===== src/adcs_pkg.sv =====
/*
  Package for the converter control sequencer: register offsets, field
  positions, reset values, trigger codes, sequencer states, carrier structs.
  Assumes a 32-bit AHB-Lite register bus and a converter core on hclk.
*/
package adcs_pkg;
  localparam logic [7:0]  OFF_CTRL1   = 8'h00;
  localparam logic [7:0]  OFF_CTRL2   = 8'h04;
  localparam logic [7:0]  OFF_STAT    = 8'h08;
  localparam logic [1:0]  BUF_PAGE    = 2'h1;
  localparam int          B_ON        = 15;
  localparam int          B_HALT      = 13;
  localparam int          B_WIDE      = 10;
  localparam int          B_LAY       = 8;
  localparam int          B_TRIG      = 5;
  localparam int          B_PAR       = 3;
  localparam int          B_AUTO      = 2;
  localparam int          B_ACQUIRE_PHASE_BIT      = 1;
  localparam int          B_DONE      = 0;
  localparam int          B_CC        = 0;
  localparam int          B_ACQT      = 8;
  localparam int          B_DIV       = 16;
  localparam logic [15:0] CTRL1_RESET = 16'h0000;
  localparam logic [4:0]  ACQT_RESET  = 5'h00;
  localparam logic [7:0]  DIV_RESET   = 8'h00;
  localparam logic [2:0]  T_SW        = 3'h0;
  localparam logic [2:0]  T_EXTERNAL_INTERRUPT_PIN_ZERO      = 3'h1;
  localparam logic [2:0]  T_TMR3      = 3'h2;
  localparam logic [2:0]  T_PWM1      = 3'h3;
  localparam logic [2:0]  T_PWM2      = 3'h5;
  localparam logic [2:0]  T_AUTO      = 3'h7;
  localparam int          SYNC_STAGES = 3;

  typedef enum logic [1:0] {
    S_IDLE    = 2'h0,
    S_SAMPLE  = 2'h1,
    S_CONVERT = 2'h3
  } adcs_state_type;

  typedef struct packed {
    logic       start;
    logic       wide;
    logic [1:0] chan;
  } adcs_core_req_type;

  typedef struct packed {
    logic        done;
    logic [11:0] data;
  } adcs_core_rsp_type;

  typedef struct packed {
    logic tmr3;
    logic pwm1;
    logic pwm2;
  } adcs_trig_type;
endpackage


===== src/adcs_sync.sv =====
/*
  Three-stage synchroniser with edge detect for the external interrupt pin.
  Assumes an asynchronous pin; a level counts once stages two and three agree.
*/
`timescale 1ns/1ns
`default_nettype none
module adcs_sync (
  input  wire logic hclk,
  input  wire logic hresetn,
  input  wire logic pin,
  output var  logic rise
);
  logic s1_q;
  logic s2_q;
  logic s3_q;
  logic lvl_q;

  always_ff @(posedge hclk or negedge hresetn) begin
    if (!hresetn) begin
      s1_q  <= 1'b0;
      s2_q  <= 1'b0;
      s3_q  <= 1'b0;
      lvl_q <= 1'b0;
      rise  <= 1'b0;
    end else begin
      s1_q  <= pin;
      s2_q  <= s1_q;
      s3_q  <= s2_q;
      lvl_q <= (s2_q == s3_q) ? s3_q : lvl_q;
      rise  <= (s2_q == s3_q) && s3_q && !lvl_q;
    end
  end
endmodule
`default_nettype wire


===== src/adcs_format.sv =====
/*
  Result word layout for 10-bit and 12-bit samples.
  Assumes raw data right-justified from the converter core.
*/
`timescale 1ns/1ns
`default_nettype none
module adcs_format (
  input  wire logic        wide,
  input  wire logic [1:0]  layout,
  input  wire logic [11:0] raw,
  output var  logic [15:0] word
);
  logic [15:0] w10;
  logic [15:0] w12;

  always_comb begin
    case (layout)
      2'h0: w10 = {6'h00, raw[9:0]};
      2'h1: w10 = {{7{~raw[9]}}, raw[8:0]};
      2'h2: w10 = {raw[9:0], 6'h00};
      default: w10 = {~raw[9], raw[8:0], 6'h00};
    endcase
    case (layout)
      2'h0: w12 = {4'h0, raw};
      2'h1: w12 = {{5{~raw[11]}}, raw[10:0]};
      2'h2: w12 = {raw, 4'h0};
      default: w12 = {~raw[11], raw[10:0], 4'h0};
    endcase
    word = wide ? w12 : w10;
  end
endmodule
`default_nettype wire


===== src/adcs_top.sv =====
/*
  Converter control sequencer: control registers on AHB-Lite, sample and
  convert sequencer, trigger selection, result buffer.
  Assumes a converter core that answers each start with one done pulse,
  trigger pulses from timers on hclk, and an asynchronous interrupt pin.
*/
// The AHB-Lite register port and the address map were chosen for this implementation.
`timescale 1ns/1ns
`default_nettype none
module adcs_top #(
  parameter int BUF_DEPTH = 16
) (
  input  wire logic                       hclk,
  input  wire logic                       hresetn,
  input  wire logic                       hsel,
  input  wire logic [7:0]                 haddr,
  input  wire logic [1:0]                 htrans,
  input  wire logic                       hwrite,
  input  wire logic [2:0]                 hsize,
  input  wire logic [31:0]                hwdata,
  input  wire logic                       hready,
  output var  logic                       hreadyout,
  output var  logic [31:0]                hrdata,
  output var  logic                       hresp,
  input  wire logic                       chip_idle,
  input  wire logic                       ext_pin_zero,
  input  wire adcs_pkg::adcs_trig_type    trig_in,
  input  wire adcs_pkg::adcs_core_rsp_type core_rsp,
  output var  adcs_pkg::adcs_core_req_type core_req,
  output var  logic [3:0]                 sample_hold
);
  import adcs_pkg::*;

  if (BUF_DEPTH != 16) begin : g_chk
    $error("result buffer depth must be 16");
  end

  function automatic logic [1:0] last_chan(input logic w, input logic [1:0] cc);
    last_chan = w ? 2'h0 : (cc[1] ? 2'h3 : (cc[0] ? 2'h1 : 2'h0));
  endfunction

  function automatic logic [3:0] chan_mask(input logic w, input logic [1:0] cc);
    chan_mask = w ? 4'h1 : (cc[1] ? 4'hF : (cc[0] ? 4'h3 : 4'h1));
  endfunction

  adcs_state_type st_q;
  adcs_state_type st_d;
  logic        on_q;
  logic        halt_q;
  logic        wide_q;
  logic [1:0]  lay_q;
  logic [2:0]  trig_q;
  logic        par_q;
  logic        auto_q;
  logic        done_q;
  logic [1:0]  cc_q;
  logic [4:0]  acqt_q;
  logic [7:0]  div_q;
  logic [7:0]  tad_q;
  logic [4:0]  acq_q;
  logic [1:0]  idx_q;
  logic [1:0]  idx_d;
  logic [3:0]  wp_q;
  logic [15:0] buf_q [BUF_DEPTH];
  logic        wr_q;
  logic        rd_q;
  logic [7:0]  addr_q;
  logic        start_d;
  logic        store;
  logic [31:0] rmux;
  logic [15:0] fmt_word;
  logic        external_interrupt_pin_zero_rise;

  wire acc      = hsel && htrans[1] && hready;
  wire wr_c1    = wr_q && (addr_q == OFF_CTRL1);
  wire wr_c2    = wr_q && (addr_q == OFF_CTRL2);
  wire run      = on_q && !(halt_q && chip_idle);
  wire par_eff  = par_q && !wide_q;
  wire [1:0] cc_eff = wide_q ? 2'h0 : cc_q;
  wire last     = (idx_q == last_chan(wide_q, cc_q));
  wire sampling = (st_q == S_SAMPLE);
  wire tad_tick = (tad_q == div_q);
  wire auto_fire = sampling && ((acqt_q == 5'h00) || (tad_tick && (acq_q + 5'h01 >= acqt_q)));
  wire sw_start = wr_c1 && hwdata[B_ACQUIRE_PHASE_BIT] && !auto_q && (st_q == S_IDLE);
  wire sw_end   = wr_c1 && !hwdata[B_ACQUIRE_PHASE_BIT] && sampling;
  wire trig_evt = (trig_q == T_SW)   ? sw_end :
                  (trig_q == T_EXTERNAL_INTERRUPT_PIN_ZERO) ? external_interrupt_pin_zero_rise :
                  (trig_q == T_TMR3) ? trig_in.tmr3 :
                  (trig_q == T_PWM1) ? trig_in.pwm1 :
                  (trig_q == T_PWM2) ? trig_in.pwm2 :
                  (trig_q == T_AUTO) ? auto_fire : 1'b0;
  wire fin      = store && last;
  wire [15:0] ctrl1_rd = {on_q, 1'b0, halt_q, 2'h0, wide_q, lay_q, trig_q,
                          1'b0, par_eff, auto_q, sampling, done_q};

  adcs_sync u_sync (
    .hclk    (hclk),
    .hresetn (hresetn),
    .pin     (ext_pin_zero),
    .rise    (external_interrupt_pin_zero_rise)
  );

  adcs_format u_format (
    .wide   (wide_q),
    .layout (lay_q),
    .raw    (core_rsp.data),
    .word   (fmt_word)
  );

  always_comb begin
    st_d    = st_q;
    idx_d   = idx_q;
    start_d = 1'b0;
    store   = 1'b0;
    if (!run) begin
      st_d  = S_IDLE;
      idx_d = 2'h0;
    end else begin
      case (st_q)
        S_IDLE: begin
          if (auto_q || sw_start) begin
            st_d = S_SAMPLE;
          end
        end
        S_SAMPLE: begin
          if (trig_evt) begin
            st_d    = S_CONVERT;
            start_d = 1'b1;
          end
        end
        S_CONVERT: begin
          if (core_rsp.done) begin
            store = 1'b1;
            if (!last) begin
              idx_d = idx_q + 2'h1;
              if (par_eff) begin
                start_d = 1'b1;
              end else begin
                st_d = S_SAMPLE;
              end
            end else begin
              idx_d = 2'h0;
              st_d  = auto_q ? S_SAMPLE : S_IDLE;
            end
          end
        end
        default: begin
          st_d = S_IDLE;
        end
      endcase
    end
  end

  always_comb begin
    rmux = 32'h0000_0000;
    if (addr_q == OFF_CTRL1) begin
      rmux = {16'h0000, ctrl1_rd};
    end else if (addr_q == OFF_CTRL2) begin
      rmux = {8'h00, div_q, 3'h0, acqt_q, 6'h00, cc_eff};
    end else if (addr_q == OFF_STAT) begin
      rmux = {24'h00_0000, 2'h0, idx_q, wp_q};
    end else if (addr_q[7:6] == BUF_PAGE) begin
      rmux = {16'h0000, buf_q[addr_q[5:2]]};
    end
  end

  always_ff @(posedge hclk or negedge hresetn) begin
    if (!hresetn) begin
      wr_q      <= 1'b0;
      rd_q      <= 1'b0;
      addr_q    <= 8'h00;
      hreadyout <= 1'b1;
      hrdata    <= 32'h0000_0000;
      hresp     <= 1'b0;
    end else begin
      wr_q      <= acc && hwrite;
      rd_q      <= acc && !hwrite;
      addr_q    <= acc ? haddr : addr_q;
      hreadyout <= !(acc && !hwrite);
      hrdata    <= rd_q ? rmux : hrdata;
      hresp     <= 1'b0;
    end
  end

  always_ff @(posedge hclk or negedge hresetn) begin
    if (!hresetn) begin
      on_q   <= CTRL1_RESET[B_ON];
      halt_q <= CTRL1_RESET[B_HALT];
      wide_q <= CTRL1_RESET[B_WIDE];
      lay_q  <= CTRL1_RESET[B_LAY+:2];
      trig_q <= CTRL1_RESET[B_TRIG+:3];
      par_q  <= CTRL1_RESET[B_PAR];
      auto_q <= CTRL1_RESET[B_AUTO];
    end else if (wr_c1) begin
      on_q   <= hwdata[B_ON];
      halt_q <= hwdata[B_HALT];
      wide_q <= hwdata[B_WIDE];
      lay_q  <= hwdata[B_LAY+:2];
      trig_q <= hwdata[B_TRIG+:3];
      par_q  <= hwdata[B_PAR];
      auto_q <= hwdata[B_AUTO];
    end
  end

  always_ff @(posedge hclk or negedge hresetn) begin
    if (!hresetn) begin
      cc_q   <= 2'h0;
      acqt_q <= ACQT_RESET;
      div_q  <= DIV_RESET;
    end else if (wr_c2) begin
      cc_q   <= hwdata[B_CC+:2];
      acqt_q <= hwdata[B_ACQT+:5];
      div_q  <= hwdata[B_DIV+:8];
    end
  end

  always_ff @(posedge hclk or negedge hresetn) begin
    if (!hresetn) begin
      done_q <= 1'b0;
    end else if (fin) begin
      done_q <= 1'b1;
    end else if (start_d && sampling) begin
      done_q <= 1'b0;
    end else if (wr_c1 && !hwdata[B_DONE]) begin
      done_q <= 1'b0;
    end
  end

  always_ff @(posedge hclk or negedge hresetn) begin
    if (!hresetn) begin
      st_q        <= S_IDLE;
      idx_q       <= 2'h0;
      core_req    <= '0;
      sample_hold <= 4'h0;
      tad_q       <= 8'h00;
      acq_q       <= 5'h00;
    end else begin
      st_q           <= st_d;
      idx_q          <= idx_d;
      core_req.start <= start_d;
      core_req.chan  <= idx_d;
      core_req.wide  <= wide_q;
      sample_hold    <= (st_d != S_SAMPLE) ? 4'h0 :
                        par_eff ? chan_mask(wide_q, cc_q) :
                        (4'h1 << idx_d);
      tad_q          <= (!sampling || tad_tick) ? 8'h00 : tad_q + 8'h01;
      acq_q          <= !sampling ? 5'h00 :
                        (tad_tick && !auto_fire) ? acq_q + 5'h01 : acq_q;
    end
  end

  always_ff @(posedge hclk or negedge hresetn) begin
    if (!hresetn) begin
      wp_q <= 4'h0;
    end else if (store) begin
      wp_q <= wp_q + 4'h1;
    end
  end

  always_ff @(posedge hclk) begin
    if (store) begin
      buf_q[wp_q] <= fmt_word;
    end
  end

  a_off_idle: assert property (@(posedge hclk) disable iff (!hresetn)
    !run |=> (st_q == S_IDLE) && !core_req.start)
    else $error("sequencer active while off or halted");

  a_wide_single: assert property (@(posedge hclk) disable iff (!hresetn)
    wide_q && $stable(wide_q) |=> $onehot0(sample_hold) && !sample_hold[3])
    else $error("several channels sampled in 12-bit mode");

  a_par_all: assert property (@(posedge hclk) disable iff (!hresetn)
    sampling && par_q && !wide_q && cc_q[1] && $stable(cc_q) && $stable(par_q)
      |-> sample_hold == 4'hF)
    else $error("parallel hold did not sample all four channels");

  a_seq_single: assert property (@(posedge hclk) disable iff (!hresetn)
    !par_q && $stable(par_q) |-> $onehot0(sample_hold))
    else $error("sequential mode sampled two channels");

  a_trig_start: assert property (@(posedge hclk) disable iff (!hresetn)
    sampling && trig_evt && run |=> core_req.start && !sampling ##1 !core_req.start)
    else $error("trigger did not end sampling with one start pulse");

  a_sw_only: assert property (@(posedge hclk) disable iff (!hresetn)
    sampling && trig_q == T_SW && !wr_c1 |=> st_q != S_CONVERT)
    else $error("conversion started without software trigger");

  a_done_set: assert property (@(posedge hclk) disable iff (!hresetn)
    fin |=> done_q && (wp_q == $past(wp_q) + 4'h1))
    else $error("done or buffer pointer wrong after last result");

  a_done_clr: assert property (@(posedge hclk) disable iff (!hresetn)
    sampling && start_d |=> !done_q)
    else $error("done not cleared at conversion start");

  a_auto_again: assert property (@(posedge hclk) disable iff (!hresetn)
    fin && auto_q && run |=> sampling)
    else $error("auto start did not resume sampling");

  a_acq_wait: assert property (@(posedge hclk) disable iff (!hresetn)
    sampling && trig_q == T_AUTO && (acq_q + 5'h01 < acqt_q) |=> st_q != S_CONVERT)
    else $error("counter trigger fired early");

  a_ctrl_zero: assert property (@(posedge hclk) disable iff (!hresetn)
    rd_q && addr_q == OFF_CTRL1 |=> hrdata[14] == 1'b0 && hrdata[12:11] == 2'h0
      && hrdata[4] == 1'b0 && (!wide_q || !hrdata[3]))
    else $error("unimplemented control bits read nonzero");

  c_parallel: cover property (@(posedge hclk) disable iff (!hresetn)
    fin && par_eff && cc_q[1]);
  c_auto_trig: cover property (@(posedge hclk) disable iff (!hresetn)
    sampling && trig_q == T_AUTO && auto_fire && acqt_q != 5'h00);
  c_wrap: cover property (@(posedge hclk) disable iff (!hresetn)
    store && wp_q == 4'hF);
  c_sequential: cover property (@(posedge hclk) disable iff (!hresetn)
    store && !last && !par_eff);
endmodule
`default_nettype wire


===== config.mk =====
export PLATFORM = sky130hd
export DESIGN_NAME = adcs_top
export DESIGN_NICKNAME = d
export VERILOG_FILES = /design/src/adcs_pkg.sv /design/src/adcs_sync.sv /design/src/adcs_format.sv /design/src/adcs_top.sv
export SDC_FILE = /design/constraint.sdc
export NUM_CORES = 1
export LEC_CHECK = 0
export ABC_AREA = 1
export BUFFER_PORTS_ARGS = -buffer_cell sky130_fd_sc_hd__buf_2
export CAP_MARGIN = 40
export CORE_MARGIN = 10
export CORE_UTILIZATION = 60
export DETAILED_ROUTE_END_ITERATION = 16
export GPL_ROUTABILITY_DRIVEN = 0
export PLACE_DENSITY = 0.81
export RECOVER_POWER = 25
export SLEW_MARGIN = 30
export SYNTH_ARGS = -nofsm -noshare
export SYNTH_HDL_FRONTEND = slang
export SYNTH_SLANG_ARGS = --single-unit

===== constraint.sdc =====
create_clock -name hclk -period 6.6 [get_ports hclk]
set_input_delay 1.32 -clock hclk [delete_from_list [all_inputs] [get_ports hclk]]
set_output_delay 1.32 -clock hclk [all_outputs]
set_load 0.02 [all_outputs]

==> impl_metrics.toml <==
[hold_path]
hold_class = "flop to flop"
whs_path_depth = 0
hold_end = "u_sync.s2_q$_DFF_PN0_"
hp-start = "u_sync.s1_q$_DFF_PN0_"

[detailed_routing]
num_vias = 10430
wl_met1_um = 13200
avgViaCountPerCell = 6.048
antenna_left = 0
dr_wl_met3_um = 2872
post_drt_wl_per_cell_um = 20.77
drc = 0
wl_met2_um = 17790
wirelength_um = 35800
drt_iter0_drc = 1074
first_pass_iters = 5
top_layer_used = "met4"

[sta]
drv_slew = 38
worst_pin_slew_ns = 1.947
fmax_mhz = 279.7
finalClockSkew_ns = 0.01391
finalHoldViolCount = 0
slew_headroom_pct = -29.77
fin_setup_tns_ns = 0
post-route-period-util_pct = 54.17
period_minus_slack_ns = 3.575
rsz0062_at_grt = "false"
setup_viol = 0

[logic_synthesis]
synth.avg_cell_area_um2 = 11.56
yosysSeqAreaShare_pct = 67.19
synth.distinct_cells = 51
ys_async_sr_fraction_pct = 26.65
synth_edf_count = 256
synth_cells = 1290
synth-seq-cells = 349
synth_flop_cell = "edfxtp_1"
yosys_warnings = 0
netlist_area_um2 = 14910

[cts]
htreeDepth = 2
ctsHoldBuffers = 0
cts_max_path_buffers = 3
cts_tree = "done"
clockRootBuffer = "clkbuf_16"
postCtsSetupRepairBufs = 0
cts_buffers = 36
clk_pin_slew_ns = 0.06
cts.sinks = 349
ctsResizeCount = 0
clock_latency_ns = 0.52

[global_route]
track_usage_pct = 22.55
first_global_vias = 10440
antenna_found_initial = 0
grt_max_degree = 89
overflow = 0
grt_pass1_wl_um = 55630

[setup_path]
cp_max_fo = 65
reg2reg_from = "addr_q[3]$_DFFE_PN0P_"
setup.worst_path.end_class = "flop"
critPathKind = "flop to flop"
ff2ff_path_depth = 12
startpoint_type = "flop"
cp.required_ns = 7.04
critPathArrivalTime_ns = 4.01
timing.rr.end = "hrdata[10]$_DFFE_PN0P_"
reg2reg_slack_ns = 3.02

[final_layout]
final_core_util_pct = 69.07
syn_to_final_growth_pct = 13.02
final_cells = 1724
antenna_cells = 0
final_nets = 1455
drive_above_1_share_pct = 14.86

[job]
maxCapViolCount = 1

[floorplan]
die-height_um = 177.6
initial_core_util_pct = 61.12
core-area_um2 = 24390
die-area_um2 = 31550
num_rows = 57
io_pins = 110
die_w_um = 177.6

[placed_design]
portBuffers = 86
dp_cells = 1660
dpl.hpwl_um = 22680

[power]
p_leak_nw = 6.596
irDropWorstVdd_v = 0.0001991
power.density_nw_per_um2 = 298.5

[status]
status = "finished with violations"
failed_checks = "capacitance limit, slew limit"
==> how the worst max path moves through the flow <==
stage	start	end	depth (start not counted)
floorplan	chip_idle	buf_q[11][0]$_DFFE_PP_	5
global placement	chip_idle	buf_q[15][11]$_DFFE_PP_	6
detailed placement	chip_idle	buf_q[3][13]$_DFFE_PP_	7
CTS	chip_idle	buf_q[3][0]$_DFFE_PP_	7
global route	addr_q[3]$_DFFE_PN0P_	hrdata[10]$_DFFE_PN0P_	12
finish	addr_q[3]$_DFFE_PN0P_	hrdata[10]$_DFFE_PN0P_	12
==> flip-flops by register name, indices dropped and copies added (netlist names), 4 cells and up <==
signal / flops
acqt_q: 5
wp_q: 4
div_q: 8
sample_hold: 4
hrdata: 24
addr_q: 8
acq_q: 5
buf_q: 256
tad_q: 8
==> metrics by stage <==
stage | setup WS (ns) | total power (W) | cell area, um^2 | hold slack, ns
5_1_grt | 2.760 | 0.005189 | 16850 | 0.3753
2_1_floorplan | 3.455 | 0.002913 | 14940 | 0.3312
4_1_cts | 3.455 | 0.005025 | 16850 | 0.3544
6_report | 3.025 | 0.005028 | 16850 | 0.3546
3_3_place_gp | 2.847 | 0.003084 | 15490 | 0.3345
3_5_place_dp | 2.973 | 0.003117 | 15740 | 0.3418
==> Yosys cell counts (4+ instances only) <==
| cell | n | area [um^2] |
|---|---|---|
| edfxtp_1 | 256 | 7687 |
| nand2_1 | 176 | 660.6 |
| nor2_1 | 134 | 503.0 |
| nand3_1 | 131 | 655.6 |
| o21ai_0 | 104 | 520.5 |
| dfrtp_1 | 92 | 2302 |
| inv_1 | 76 | 285.3 |
| a21oi_1 | 44 | 220.2 |
| o2111ai_1 | 38 | 332.8 |
| buf_2 | 32 | 160.2 |
| o22ai_1 | 26 | 162.7 |
| mux2i_1 | 23 | 230.2 |
| buf_4 | 20 | 150.1 |
| clkbuf_1 | 20 | 75.07 |
| o21ai_1 | 20 | 100.1 |
| ha_1 | 12 | 150.1 |
| xor2_1 | 11 | 96.34 |
| nor3_1 | 6 | 30.03 |
| xnor2_1 | 6 | 52.55 |
| inv_2 | 5 | 18.77 |
| nand4_1 | 5 | 31.28 |
| a22oi_1 | 4 | 30.03 |
| buf_6 | 4 | 45.04 |
| mux2_2 | 4 | 45.04 |
==> power by group <==
part / switching [W] / internal [W] / leakage, nW
combinational: 0.000447 / 0.000200 / 2.62
sequential: 0.0000492 / 0.00240 / 3.43
clock: 0.000794 / 0.00114 / 0.547
==> logic make-up (layout without fill, tap and decap cells) <==
group	Yosys count	after routing	synth area share (%)
simple gates	468	468	13.65
other cells	1	9	0.02516
compound gates	252	252	10.06
flops	349	349	67.19
fa+ha+maj	12	12	1.007
xor+xnor	17	17	0.9988
buf+inv	163	265	5.120
mux	28	28	1.947
==> area by class of cell <==
class | instances | area [um^2]
inverter | 84 | 319.1
fill | 1671 | 7543
timing repair buffer | 118 | 759.5
sequential | 349 | 10020
clock buffer | 49 | 1002
multi-input combinational | 786 | 4224
tap | 324 | 405.4
clock inverter | 14 | 116.4
==> critical path, stage by stage, from the launching register on <==
cell and delay, ns:
dfrtp_2 0.39, buf_4 0.22, buf_16 0.23, inv_1 1.01, buf_4 0.62, nand3_1 0.15
o2111ai_1 0.15, nand3_1 0.16, nand2_1 0.18, nand2_1 0.07, nand2_1 0.08, a21oi_1 0.05
o21ai_1 0.15
==> per-layer routing <==
metal	vias up	GRT usage, %
met5	-	0
met4	0	13.06
met3	128	3.889
met2	518	37.61
met1	5030	27.24
li1	4751	-
==> cells in the final DEF, fill, tap and decap left out, types with 9 or more instances in the layout <==
cell type and instances:
o2111ai_1 38, inv_1 76, o21ai_0 104, o21ai_1 20, ha_1 12, dfrtp_1 90, mux2i_1 23, clkbuf_16 38
nor2_1 120, xor2_1 11, a21oi_1 42, edfxtp_1 256, clkbuf_1 17, nand3_1 131, nand2_1 177, nor2_2 13
conb_1 9, o22ai_1 26, buf_2 85, buf_4 11
No activity file was read; power rests on OpenSTA's default activity.
